===== src/rtl/epso_pkg.sv =====
// constants, field layouts and types shared by the energy pulse and status block
package epso_pkg;

  // ****************************************************************
  // clock and timing
  // ****************************************************************
  localparam int        CLK_PERIOD_NS = 8;
  localparam int        CF_WIDTH_NS   = 40;
  localparam int        LR_WIDTH_NS   = 64;
  localparam logic [7:0] CF_WIDTH_CYC =
    8'((CF_WIDTH_NS + CLK_PERIOD_NS - 1) / CLK_PERIOD_NS);
  localparam logic [7:0] LR_WIDTH_CYC =
    8'((LR_WIDTH_NS + CLK_PERIOD_NS - 1) / CLK_PERIOD_NS);

  // ****************************************************************
  // measurement thresholds
  // ****************************************************************
  localparam int          MISMATCH_SHIFT = 4;   // 1/16 of the larger current, 6.25 %
  localparam logic [15:0] VOLT_MIN       = 16'h0040;
  localparam logic [31:0] LR_THR_0       = 32'h0100_0000;
  localparam logic [31:0] LR_THR_1       = 32'h0080_0000;
  localparam logic [31:0] LR_THR_2       = 32'h0040_0000;
  localparam logic [31:0] LR_THR_3       = 32'h0020_0000;
  localparam logic [4:0]  CF_SHIFT_LO    = 5'h04;
  localparam logic [4:0]  CF_SHIFT_HI    = 5'h06;

  // ****************************************************************
  // register map
  // ****************************************************************
  localparam int         ADDR_W        = 8;
  localparam logic [7:0] ADDR_CTRL     = 8'h00;
  localparam logic [7:0] ADDR_STATUS   = 8'h04;
  localparam logic [7:0] ADDR_INT_STAT = 8'h08;
  localparam logic [7:0] ADDR_INT_MASK = 8'h0C;
  localparam logic [7:0] ADDR_ENERGY   = 8'h10;
  localparam int          CTRL_ENABLE  = 0;
  localparam logic [31:0] CTRL_RESET   = 32'h0000_0001;
  localparam int ST_FAULT    = 0;
  localparam int ST_NEG      = 1;
  localparam int ST_MISMATCH = 2;
  localparam int ST_NO_VOLT  = 3;
  localparam int ST_UV       = 4;
  localparam int ST_GAIN     = 5;
  localparam int ST_CAL      = 6;
  localparam int ST_RATE_LO  = 7;
  localparam int ST_RATE_HI  = 8;
  localparam int EV_FAULT = 0;
  localparam int EV_NEG   = 1;
  localparam int EV_CF    = 2;
  localparam int EV_UV    = 3;
  localparam int EV_W     = 4;
  localparam logic [1:0] RESP_OKAY   = 2'h0;
  localparam logic [1:0] RESP_SLVERR = 2'h2;

  // ****************************************************************
  // types
  // ****************************************************************
  typedef struct packed {
    logic [1:0] rate_sel;
    logic       cal_sel;
    logic       gain_sel;
  } epso_cfg_t;

  typedef struct packed {
    logic               valid;
    logic signed [23:0] power;
    logic        [15:0] cur_a;
    logic        [15:0] cur_b;
    logic        [15:0] volt;
  } epso_sample_t;

  typedef enum logic [1:0] { WR_IDLE = 2'b01, WR_RESP = 2'b10 } epso_wr_state_t;
  typedef enum logic [1:0] { RD_IDLE = 2'b01, RD_DATA = 2'b10 } epso_rd_state_t;

endpackage


===== src/rtl/epso_pulse_gen.sv =====
// energy accumulator that fires once per threshold of accumulated magnitude
`timescale 1ns/1ns
module epso_pulse_gen
  import epso_pkg::*;
(
  input  wire logic        aclk,
  input  wire logic        aresetn,
  input  wire logic        ce,
  input  wire logic        run,
  input  wire logic        step_valid,
  input  wire logic [23:0] step,
  input  wire logic [31:0] threshold,
  output logic             fire
);

  logic [31:0] acc;
  logic [31:0] next_acc;
  logic        next_fire;
  logic [32:0] sum;

  always_comb
  begin
    sum       = {9'h000, step} + {1'b0, acc};
    next_acc  = acc;
    next_fire = 1'b0;
    // accumulation stops entirely while not running
    if (run && step_valid)
    begin
      if (sum >= {1'b0, threshold})
      begin
        next_acc  = 32'(sum - {1'b0, threshold});
        next_fire = 1'b1;
      end
      else
      begin
        next_acc = sum[31:0];
      end
    end
  end

  always_ff @(posedge aclk)
  begin
    if (!aresetn)
    begin
      acc  <= 32'h0000_0000;
      fire <= 1'b0;
    end
    else if (ce)
    begin
      acc  <= next_acc;
      fire <= next_fire;
    end
  end

endmodule


===== src/rtl/epso_top.sv =====
// energy pulse outputs, fault and reverse-power indicators with an axi4-lite slave
// Functional notes
// - fault goes high while the two currents differ by more than 6.25 %
// - fault also goes high when no line voltage is present
// - fault returns to 0 once neither condition is detected
// - reverse-power flag goes high when measured power is negative
// - reverse-power flag does not latch; clears on positive power
// - reverse-power flag changes only together with a calibration pulse
// - two rate-select inputs choose one of four low-rate frequencies
// - gain-select input sets current channel gain to 1 or 16
// - calibration-rate input chooses the calibration pulse frequency
// - calibration pulse is active high, rate follows instantaneous power
// - two low-rate outputs alternate, conveying average power for counters
// - under supply undervoltage, accumulation stops and all pulse outputs are off
//
// The register addresses and register access over AXI4-Lite are this design's own decisions.
`timescale 1ns/1ns
module epso_top
  import epso_pkg::*;
(
  input  wire logic               aclk,
  input  wire logic               aresetn,
  input  wire logic               ce,
  input  wire logic               rate_select_hi,
  input  wire logic               rate_select_lo,
  input  wire logic               cal_rate_select,
  input  wire logic               current_gain_select,
  input  wire logic               supply_low,
  input  wire epso_sample_t       sample,
  output logic                    calibration_pulse_out,
  output logic                    low_rate_pulse_a,
  output logic                    low_rate_pulse_b,
  output logic                    fault_flag,
  output logic                    negative_power_flag,
  output logic                    gain_x16,
  output logic                    irq,
  input  wire logic [ADDR_W-1:0]  s_axi_awaddr,
  input  wire logic               s_axi_awvalid,
  output logic                    s_axi_awready,
  input  wire logic [31:0]        s_axi_wdata,
  input  wire logic [3:0]         s_axi_wstrb,
  input  wire logic               s_axi_wvalid,
  output logic                    s_axi_wready,
  output logic [1:0]              s_axi_bresp,
  output logic                    s_axi_bvalid,
  input  wire logic               s_axi_bready,
  input  wire logic [ADDR_W-1:0]  s_axi_araddr,
  input  wire logic               s_axi_arvalid,
  output logic                    s_axi_arready,
  output logic [31:0]             s_axi_rdata,
  output logic [1:0]              s_axi_rresp,
  output logic                    s_axi_rvalid,
  input  wire logic               s_axi_rready
);

  function automatic logic [31:0] lr_threshold(input logic [1:0] rate);
    case (rate)
      2'h0:    lr_threshold = LR_THR_0;
      2'h1:    lr_threshold = LR_THR_1;
      2'h2:    lr_threshold = LR_THR_2;
      default: lr_threshold = LR_THR_3;
    endcase
  endfunction

  function automatic logic mapped(input logic [ADDR_W-1:0] a);
    mapped = (a == ADDR_CTRL) || (a == ADDR_STATUS) || (a == ADDR_INT_STAT)
          || (a == ADDR_INT_MASK) || (a == ADDR_ENERGY);
  endfunction

  // ****************************************************************
  // configuration synchroniser
  // ****************************************************************
  logic [3:0] cfg_raw;
  logic [3:0] sync1;
  logic [3:0] sync2;
  epso_cfg_t  cfg;

  assign cfg_raw = {rate_select_hi, rate_select_lo, cal_rate_select, current_gain_select};

  genvar gi;
  generate
    for (gi = 0; gi < 4; gi++)
    begin : g_sync
      always_ff @(posedge aclk)
      begin
        if (!aresetn)
        begin
          sync1[gi] <= 1'b0;
          sync2[gi] <= 1'b0;
        end
        else if (ce)
        begin
          sync1[gi] <= cfg_raw[gi];
          sync2[gi] <= sync1[gi];
        end
      end
    end
  endgenerate

  always_ff @(posedge aclk)
  begin
    if (!aresetn)
      cfg <= '0;
    else if (ce)
      cfg <= epso_cfg_t'(sync2);
  end

  // ****************************************************************
  // measurement, fault and reverse power
  // ****************************************************************
  logic [23:0] pwr_mag;
  logic        pwr_neg;
  logic [15:0] cur_hi;
  logic [15:0] cur_lo;
  logic        mismatch_now;
  logic        no_volt_now;
  logic        run;
  logic [31:0] ctrl;
  logic [31:0] lr_thr;
  logic [31:0] cf_thr;
  logic        cf_fire;
  logic        lr_fire;
  logic        cf_take;
  logic        lr_take;
  logic        mismatch;
  logic        no_volt;
  logic        next_mismatch;
  logic        next_no_volt;
  logic        next_fault;
  logic        next_neg;

  assign pwr_neg = sample.power[23];
  assign pwr_mag = pwr_neg ? 24'(-sample.power) : 24'(sample.power);
  assign cur_hi  = (sample.cur_a > sample.cur_b) ? sample.cur_a : sample.cur_b;
  assign cur_lo  = (sample.cur_a > sample.cur_b) ? sample.cur_b : sample.cur_a;
  assign mismatch_now = (cur_hi - cur_lo) > (cur_hi >> MISMATCH_SHIFT);
  assign no_volt_now  = sample.volt < VOLT_MIN;
  assign run     = ctrl[CTRL_ENABLE] && !supply_low;
  assign lr_thr  = lr_threshold(cfg.rate_sel);
  assign cf_thr  = lr_thr >> (cfg.cal_sel ? CF_SHIFT_HI : CF_SHIFT_LO);
  // a fire swallowed by undervoltage issues no pulse, so it may not move the flag either
  assign cf_take = ce && cf_fire && !supply_low;
  assign lr_take = ce && lr_fire;

  epso_pulse_gen u_cf_gen (
    .aclk       (aclk),
    .aresetn    (aresetn),
    .ce         (ce),
    .run        (run),
    .step_valid (sample.valid),
    .step       (pwr_mag),
    .threshold  (cf_thr),
    .fire       (cf_fire)
  );

  epso_pulse_gen u_lr_gen (
    .aclk       (aclk),
    .aresetn    (aresetn),
    .ce         (ce),
    .run        (run),
    .step_valid (sample.valid),
    .step       (pwr_mag),
    .threshold  (lr_thr),
    .fire       (lr_fire)
  );

  always_comb
  begin
    next_mismatch = mismatch;
    next_no_volt  = no_volt;
    if (sample.valid)
    begin
      next_mismatch = mismatch_now;
      next_no_volt  = no_volt_now;
    end
    next_fault = next_mismatch || next_no_volt;
    // sign sampled only at the calibration pulse, so the flag never toggles between pulses
    next_neg = (cf_fire && !supply_low) ? pwr_neg : negative_power_flag;
  end

  always_ff @(posedge aclk)
  begin
    if (!aresetn)
    begin
      mismatch            <= 1'b0;
      no_volt             <= 1'b0;
      fault_flag          <= 1'b0;
      negative_power_flag <= 1'b0;
      gain_x16            <= 1'b0;
    end
    else if (ce)
    begin
      mismatch            <= next_mismatch;
      no_volt             <= next_no_volt;
      fault_flag          <= next_fault;
      negative_power_flag <= next_neg;
      gain_x16            <= cfg.gain_sel;
    end
  end

  // ****************************************************************
  // pulse shaping
  // ****************************************************************
  logic [7:0] cf_cnt;
  logic [7:0] lr_cnt;
  logic       lr_phase;
  logic [7:0] next_cf_cnt;
  logic [7:0] next_lr_cnt;
  logic       next_lr_phase;

  always_comb
  begin
    next_cf_cnt   = (cf_cnt != 8'h00) ? cf_cnt - 8'h01 : 8'h00;
    next_lr_cnt   = (lr_cnt != 8'h00) ? lr_cnt - 8'h01 : 8'h00;
    next_lr_phase = lr_phase;
    if (cf_fire)
      next_cf_cnt = CF_WIDTH_CYC;
    if (lr_fire)
    begin
      next_lr_cnt   = LR_WIDTH_CYC;
      next_lr_phase = !lr_phase;
    end
    if (supply_low)
    begin
      next_cf_cnt = 8'h00;
      next_lr_cnt = 8'h00;
    end
  end

  always_ff @(posedge aclk)
  begin
    if (!aresetn)
    begin
      cf_cnt                <= 8'h00;
      lr_cnt                <= 8'h00;
      lr_phase              <= 1'b0;
      calibration_pulse_out <= 1'b0;
      low_rate_pulse_a      <= 1'b0;
      low_rate_pulse_b      <= 1'b0;
    end
    else if (ce)
    begin
      cf_cnt                <= next_cf_cnt;
      lr_cnt                <= next_lr_cnt;
      lr_phase              <= next_lr_phase;
      calibration_pulse_out <= next_cf_cnt != 8'h00;
      low_rate_pulse_a      <= (next_lr_cnt != 8'h00) && next_lr_phase;
      low_rate_pulse_b      <= (next_lr_cnt != 8'h00) && !next_lr_phase;
    end
  end

  // ****************************************************************
  // register file and interrupt
  // ****************************************************************
  epso_wr_state_t        wr_state;
  epso_wr_state_t        next_wr_state;
  epso_rd_state_t        rd_state;
  epso_rd_state_t        next_rd_state;
  logic                  aw_got;
  logic                  w_got;
  logic [ADDR_W-1:0]     aw_addr;
  logic [31:0]           w_data;
  logic [3:0]            w_strb;
  logic [EV_W-1:0]       int_stat;
  logic [EV_W-1:0]       int_mask;
  logic [31:0]           energy;
  logic [31:0]           status;
  logic [EV_W-1:0]       events;
  logic                  uv_d;
  logic                  next_aw_got;
  logic                  next_w_got;
  logic [31:0]           next_ctrl;
  logic [EV_W-1:0]       next_int_stat;
  logic [EV_W-1:0]       next_int_mask;
  logic [EV_W-1:0]       w1c;
  logic [31:0]           next_rdata;
  logic [1:0]            next_rresp;
  logic [1:0]            next_bresp;

  always_comb
  begin
    status = 32'h0000_0000;
    status[ST_FAULT]    = fault_flag;
    status[ST_NEG]      = negative_power_flag;
    status[ST_MISMATCH] = mismatch;
    status[ST_NO_VOLT]  = no_volt;
    status[ST_UV]       = supply_low;
    status[ST_GAIN]     = cfg.gain_sel;
    status[ST_CAL]      = cfg.cal_sel;
    status[ST_RATE_LO]  = cfg.rate_sel[0];
    status[ST_RATE_HI]  = cfg.rate_sel[1];
    events = '0;
    events[EV_FAULT] = next_fault && !fault_flag;
    events[EV_NEG]   = next_neg != negative_power_flag;
    events[EV_CF]    = cf_fire;
    events[EV_UV]    = supply_low && !uv_d;
    next_aw_got   = aw_got || (s_axi_awvalid && s_axi_awready);
    next_w_got    = w_got || (s_axi_wvalid && s_axi_wready);
    next_wr_state = wr_state;
    next_ctrl     = ctrl;
    next_int_mask = int_mask;
    next_bresp    = s_axi_bresp;
    w1c           = '0;
    case (wr_state)
      WR_IDLE:
        if (aw_got && w_got)
        begin
          next_aw_got   = 1'b0;
          next_w_got    = 1'b0;
          next_wr_state = WR_RESP;
          next_bresp    = mapped(aw_addr) ? RESP_OKAY : RESP_SLVERR;
          if (w_strb[0] && aw_addr == ADDR_CTRL)
            next_ctrl = {ctrl[31:8], w_data[7:0]};
          if (w_strb[0] && aw_addr == ADDR_INT_STAT)
            w1c = w_data[EV_W-1:0];
          if (w_strb[0] && aw_addr == ADDR_INT_MASK)
            next_int_mask = w_data[EV_W-1:0];
        end
      WR_RESP:
        if (s_axi_bready)
          next_wr_state = WR_IDLE;
      default:
        next_wr_state = WR_IDLE;
    endcase
    // a new event in the clearing cycle survives the clear
    next_int_stat = (int_stat & ~w1c) | events;
    next_rd_state = rd_state;
    next_rdata    = s_axi_rdata;
    next_rresp    = s_axi_rresp;
    case (rd_state)
      RD_IDLE:
        if (s_axi_arvalid && s_axi_arready)
        begin
          next_rd_state = RD_DATA;
          next_rresp    = mapped(s_axi_araddr) ? RESP_OKAY : RESP_SLVERR;
          case (s_axi_araddr)
            ADDR_CTRL:     next_rdata = ctrl;
            ADDR_STATUS:   next_rdata = status;
            ADDR_INT_STAT: next_rdata = {{(32-EV_W){1'b0}}, int_stat};
            ADDR_INT_MASK: next_rdata = {{(32-EV_W){1'b0}}, int_mask};
            ADDR_ENERGY:   next_rdata = energy;
            default:       next_rdata = 32'h0000_0000;
          endcase
        end
      RD_DATA:
        if (s_axi_rready)
          next_rd_state = RD_IDLE;
      default:
        next_rd_state = RD_IDLE;
    endcase
  end

  always_ff @(posedge aclk)
  begin
    if (!aresetn)
    begin
      wr_state      <= WR_IDLE;
      rd_state      <= RD_IDLE;
      aw_got        <= 1'b0;
      w_got         <= 1'b0;
      aw_addr       <= '0;
      w_data        <= 32'h0000_0000;
      w_strb        <= 4'h0;
      ctrl          <= CTRL_RESET;
      int_stat      <= '0;
      int_mask      <= '0;
      energy        <= 32'h0000_0000;
      uv_d          <= 1'b0;
      irq           <= 1'b0;
      s_axi_awready <= 1'b0;
      s_axi_wready  <= 1'b0;
      s_axi_bvalid  <= 1'b0;
      s_axi_bresp   <= RESP_OKAY;
      s_axi_arready <= 1'b0;
      s_axi_rvalid  <= 1'b0;
      s_axi_rdata   <= 32'h0000_0000;
      s_axi_rresp   <= RESP_OKAY;
    end
    else if (ce)
    begin
      wr_state      <= next_wr_state;
      rd_state      <= next_rd_state;
      aw_got        <= next_aw_got;
      w_got         <= next_w_got;
      if (s_axi_awvalid && s_axi_awready)
        aw_addr <= s_axi_awaddr;
      if (s_axi_wvalid && s_axi_wready)
      begin
        w_data <= s_axi_wdata;
        w_strb <= s_axi_wstrb;
      end
      ctrl          <= next_ctrl;
      int_stat      <= next_int_stat;
      int_mask      <= next_int_mask;
      energy        <= cf_fire ? energy + 32'h0000_0001 : energy;
      uv_d          <= supply_low;
      irq           <= |(next_int_stat & next_int_mask);
      s_axi_awready <= (next_wr_state == WR_IDLE) && !next_aw_got;
      s_axi_wready  <= (next_wr_state == WR_IDLE) && !next_w_got;
      s_axi_bvalid  <= next_wr_state == WR_RESP;
      s_axi_bresp   <= next_bresp;
      s_axi_arready <= next_rd_state == RD_IDLE;
      s_axi_rvalid  <= next_rd_state == RD_DATA;
      s_axi_rdata   <= next_rdata;
      s_axi_rresp   <= next_rresp;
    end
  end

  // ****************************************************************
  // checks
  // ****************************************************************
  fault_set_a: assert property (@(posedge aclk) disable iff (!aresetn)
    ce && sample.valid && (mismatch_now || no_volt_now) |=> fault_flag)
    else $error("fault flag missed a mismatch or missing voltage");
  fault_clear_a: assert property (@(posedge aclk) disable iff (!aresetn)
    ce && sample.valid && !mismatch_now && !no_volt_now |=> !fault_flag)
    else $error("fault flag stayed high after conditions cleared");
  neg_set_a: assert property (@(posedge aclk) disable iff (!aresetn)
    cf_take && pwr_neg |=> negative_power_flag && calibration_pulse_out)
    else $error("negative power not flagged at calibration pulse");
  neg_clear_a: assert property (@(posedge aclk) disable iff (!aresetn)
    cf_take && !pwr_neg |=> !negative_power_flag)
    else $error("negative power flag latched");
  neg_timing_a: assert property (@(posedge aclk) disable iff (!aresetn)
    !$stable(negative_power_flag) |-> $past(cf_take) && $rose(calibration_pulse_out))
    else $error("negative power flag moved without a calibration pulse");
  uv_quiet_a: assert property (@(posedge aclk) disable iff (!aresetn)
    ce && supply_low |=> !calibration_pulse_out && !low_rate_pulse_a && !low_rate_pulse_b)
    else $error("pulse output active during undervoltage");
  gain_sync_a: assert property (@(posedge aclk) disable iff (!aresetn)
    (ce && current_gain_select) [*4] |=> gain_x16)
    else $error("gain select not applied after synchronisation");
  lr_excl_a: assert property (@(posedge aclk) disable iff (!aresetn)
    !(low_rate_pulse_a && low_rate_pulse_b) and ($rose(low_rate_pulse_a) |-> $past(lr_take)))
    else $error("low-rate outputs overlap or fired without an energy step");

endmodule


===== config.mk =====
export PLATFORM = sky130hd
export DESIGN_NAME = epso_top
export DESIGN_NICKNAME = d
export VERILOG_FILES = /design/src/rtl/epso_pkg.sv /design/src/rtl/epso_pulse_gen.sv /design/src/rtl/epso_top.sv
export SDC_FILE = /design/constraint.sdc
export NUM_CORES = 1
export LEC_CHECK = 0
export ABC_AREA = 0
export BUFFER_PORTS_ARGS = -buffer_cell sky130_fd_sc_hd__buf_2
export CORE_ASPECT_RATIO = 1.2
export CORE_MARGIN = 4
export CORE_UTILIZATION = 50
export DETAILED_ROUTE_END_ITERATION = 7
export PLACE_DENSITY = 0.73
export SLEW_MARGIN = 20
export SYNTH_ARGS = -nofsm -noshare
export SYNTH_HDL_FRONTEND = slang
export SYNTH_SLANG_ARGS = --single-unit
export TNS_END_PERCENT = 1

===== constraint.sdc =====
create_clock -name aclk -period 6.7 [get_ports aclk]
set_clock_uncertainty 0.05 [all_clocks]
set_input_delay 0.335 -clock aclk [delete_from_list [all_inputs] [get_ports aclk]]
set_output_delay 0.335 -clock aclk [all_outputs]
set_load 0.05 [all_outputs]

==> impl_table.tex <==
\begin{tabular}{lr}
\hline
Metric & Value \\
\hline
\multicolumn{2}{l}{\textbf{Finish}} \\
\quad Finished Layout Cells & $\sim$2500 \\
\quad Cell area after layout & 17400 sq um \\
\quad Final net count & between 2000 and 2500 \\
\quad Number of fillers in the final layout & between 2000 and 3000 \\
\quad \# diodes & 0 \\
\quad Share of post-route cells with drive strength above 1 & 13.2\% \\
\quad Synthesis-to-layout area growth & 14.3\% \\
\multicolumn{2}{l}{\textbf{Floorplan}} \\
\quad Die area & between 30000 and 40000 sq um \\
\quad Area of the core region & around 30000 sq um \\
\quad Number of top-level design ports & 186 \\
\quad Number of cell rows & between 60 and 70 \\
\quad Die extent in x & between 150 and 200 um \\
\quad Starting density of the core & roughly half \\
\quad Vertical die dimension & 199 um \\
\multicolumn{2}{l}{\textbf{Critical path}} \\
\quad WP data arrival & between 6 and 7 ns \\
\quad Highest-delay cell along the critical path & or4\_1 \\
\quad Count of buffering cells on the critical path with inverters included & 1 \\
\quad Class of the most critical setup path & in -> reg \\
\quad CP Data Required Time & 7.10 ns \\
\quad Crit path launch type & input port \\
\quad Top fanout value on the critical path & 3 \\
\quad Slowest stage delay, CP & 0.58 ns \\
\quad Gate family responsible for the most delay along the worst path & simple AND/OR/NAND/NOR gates \\
\quad Most common cell type on the critical path & nand4\_1 \\
\quad CP endpoint kind & register \\
\multicolumn{2}{l}{\textbf{Timing}} \\
\quad Max frequency & between 0.15 and 0.2 GHz \\
\quad Final-report setup violation count & 0 \\
\quad Final-layout worst hold slack & approximately 0.017 ns \\
\quad Post-Route Setup TNS & 0 ns \\
\quad Final cycle utilization of the critical path & between 90\% and 100\% \\
\quad Final Worst Setup Slack & around 0.41 ns \\
\quad Total count of hold-check failures in the final report & 0 \\
\quad Post-layout minimum cycle time & between 6 and 7 ns \\
\quad Setup repair after global routing missed its margin & no \\
\quad Max-slew violation count & 0 \\
\quad Worst Max-Slew Pin Slew & 1.06 ns \\
\quad Worst slew margin relative to its limit & 29.4\% \\
\multicolumn{2}{l}{\textbf{GRT}} \\
\quad Wire length of the first global-routing pass & approximately 66 mm \\
\quad Met3 global-route usage & 3.36\% \\
\quad Layer carrying the most global-route usage & met2 \\
\quad Met2 track utilization from global routing & 40.6\% \\
\quad Total global routing overflow & 0 \\
\quad Number of global-route vias before repair & 14100 \\
\quad Met1 Use GR & roughly 29\% \\
\quad Antenna violations before repair & 1 \\
\quad Overall routing resource usage & 22.9\% \\
\quad Maximum number of pins on one net before global-route repair & approximately 100 \\
\multicolumn{2}{l}{\textbf{Run status}} \\
\quad Run status & finished clean \\
\multicolumn{2}{l}{\textbf{Logic synthesis}} \\
\quad Post-synthesis async set-or-reset flop share & 0\% \\
\quad Number of warning messages in the yosys log & 0 \\
\quad Synthesized instance count & around 2000 \\
\quad Netlist area before placement & approximately 15000 sq um \\
\quad Area share of the leading cell type in the synthesized netlist & between 20 and 30\% \\
\quad Primary FF master, synth & dfxtp\_1 \\
\quad Unique cell type count in the Yosys netlist & 90 \\
\quad Largest cells by area after synthesis & dfxtp\_1 28\%, ha\_1 8.0\%, a21oi\_1 6.7\%, nand2\_1 5.6\%, nor2\_1 5.4\% \\
\quad Count of flip-flops with a built-in enable after synthesis & 0 \\
\quad Mean instance size in the synthesized netlist & between 7 and 8 sq um \\
\quad Portion of the post-synthesis area used by sequential elements & 28.3\% \\
\quad Seq cells post-synth & roughly 220 \\
\quad Cell type contributing the most total cell area after synthesis & dfxtp\_1 \\
\multicolumn{2}{l}{\textbf{Routing}} \\
\quad Length of the first detailed-routing pass in iterations & 6 \\
\quad Wirelength per Cell & approximately 16 um \\
\quad Final wirelength & approximately 40 mm \\
\quad DR iter-0 viols & 815 \\
\quad Drt via density & approximately 5.8 \\
\quad Number of antenna-violating nets in the routed design & 0 \\
\quad DRC violation count after routing & 0 \\
\quad Total vias in the final route & approximately 15000 \\
\multicolumn{2}{l}{\textbf{Place}} \\
\quad Routability Congestion & about 0.92 \\
\quad Count of input and output buffers & 150 \\
\quad Total placed instance area & 16400 sq um \\
\quad Half-perimeter wire length after detailed placement & 29.3 mm \\
\quad Pre-CTS setup slack & -0.117 ns \\
\quad Number of placed instances with taps included & between 2000 and 2500 \\
\multicolumn{2}{l}{\textbf{CTS}} \\
\quad Deepest clock path buffer count & 3 \\
\quad Inserted Clock Buffers & 25 \\
\quad Clock Root Buffer & clkbuf\_16 \\
\quad Later-pin clock latency in the skew report & about 0.53 ns \\
\quad Setup Fix Bufs, Post-CTS & 0 \\
\quad Clock transition at path regs & 0.06 ns \\
\quad CTS tree & yes \\
\quad H-tree level count & 1 \\
\quad Total number of clock tree sinks & 215 \\
\multicolumn{2}{l}{\textbf{Power}} \\
\quad Worst vdd rail ir drop & approximately 0.21 mV \\
\quad Leakage power & $\sim$0.0073 uW \\
\quad Power Density & approximately 230 nW/um\^{}2 \\
\multicolumn{2}{l}{\textbf{Hold path}} \\
\quad HP Class & in -> reg \\
\multicolumn{2}{l}{\textbf{Run}} \\
\quad Number of max-cap violations & 0 \\
\hline
\end{tabular}
==> per-layer routing <==
| metal | share of wire (%) | vias to the layer above |
|---|---|---|
| met5 | 0.032 | - |
| met3 | 5.5 | 87 |
| met2 | 48 | 381 |
| met1 | 43 | 6817 |
| li1 | - | 7516 |
| met4 | 2.9 | 2 |
==> area by class of cell <==
cell class / count / area, sq um / area share, %
clock buffers: 33 / 686 / 3.94
flip-flops and latches: 215 / 4300 / 24.7
multi-input cells: 1632 / 10300 / 59.4
well taps: 390 / 488 / 2.80
repair buffers: 209 / 1240 / 7.13
clock inverters: 11 / 131 / 0.755
inverters: 56 / 215 / 1.24
==> logic make-up (layout without fill, tap and decap cells) <==
family                     after synthesis  in the layout  synth area share [%]
and+or+nand+nor                        799            799                  25.4
AOI/OAI and AO/OA                      556            556                  23.2
DFF                                    215            215                  28.3
buffers and inverters                  158            309                  4.08
xor gates and xnor gates               120            120                  6.95
adders and majority gates              100            100                  8.37
muxes                                   55             55                  3.75
other                                    1              2                0.0246
==> synth_stat cells (all sizes together) (8+ instances only) <==
master  count
or4        10
nand2b     24
a31oi      20
a21o       36
nor2b      20
nand3      75
and3       25
a22oi       8
o21ai     105
or2        12
inv        56
or3        26
nand4      30
a21boi     10
and2       17
o21bai      9
ha         97
o211ai     19
a211oi     38
xor2       45
and4        8
xnor2      75
mux2i      48
nor3       58
nand2     230
nor4       23
o21a       18
buf        17
a21oi     206
dfxtp     215
clkbuf     85
o31ai      13
nor2      220
==> report_power, final <==
part / switching [uW] / internal [uW] / total, uW
clock: 550 / 802 / 1350
combinational: 702 / 484 / 1190
sequential: 50.1 / 1330 / 1380
==> state kept, by name (all words and copies together) (netlist names), 8 cells and up <==
signal,flops
u_cf_gen.acc,32
cf_cnt,8
energy,32
ctrl,8
s_axi_rdata,32
w_data,8
aw_addr,8
u_lr_gen.acc,32
lr_cnt,8
==> path summary, 6_finish.rpt <==
| check | startpoint | slack (ns) | cells after the start | to |
|---|---|---|---|---|
| worst max-delay path | sample[58] | 0.41 | 27 | u_lr_gen.acc[29]$_SDFFE_PN0P_ |
| worst min-delay path | current_gain_select | 0.02 | 3 | sync1[0]$_SDFFE_PN0P_ |
| worst max register to register | u_lr_gen.acc[0]$_SDFFE_PN0P_ | 1.08 | 22 | u_lr_gen.acc[29]$_SDFFE_PN0P_ |
| worst min register to register | s_axi_rdata[17]$_SDFFE_PN0P_ | 0.40 | 2 | s_axi_rdata[17]$_SDFFE_PN0P_ |
==> cell usage in the layout (no fill, tap or decap), drive strengths merged, types with 30 or more instances in the layout <==
| master | instances |
|---|---|
| a211oi | 38 |
| a21o | 36 |
| a21oi | 206 |
| buf | 190 |
| clkbuf | 33 |
| dfxtp | 215 |
| ha | 97 |
| inv | 58 |
| mux2i | 48 |
| nand2 | 230 |
| nand3 | 75 |
| nand4 | 30 |
| nor2 | 220 |
| nor3 | 58 |
| o21ai | 105 |
| xnor2 | 75 |
| xor2 | 45 |
==> metrics by stage <==
step | util, % | total power [uW]
6_report | 58.2 | 3920
3_3_place_gp | 54.8 | 2540
5_1_grt | 58.2 | 4150
4_1_cts | 58.2 | 3940
3_5_place_dp | 54.8 | 2570
2_1_floorplan | - | 2280
==> tightest hold or removal path: stages <==
cell and delay (ns):
buf_2 0.09, mux2i_1 0.06, nor2_1 0.07
==> repair_timing <==
item / in CTS / in global routing
setup endpoints to repair: 0 / 2
endpoints found under the hold margin: 19 / 0
gates resized for setup: 0 / 3
hold buffers: 19 / 0
Power figures use the tool's default switching activity.
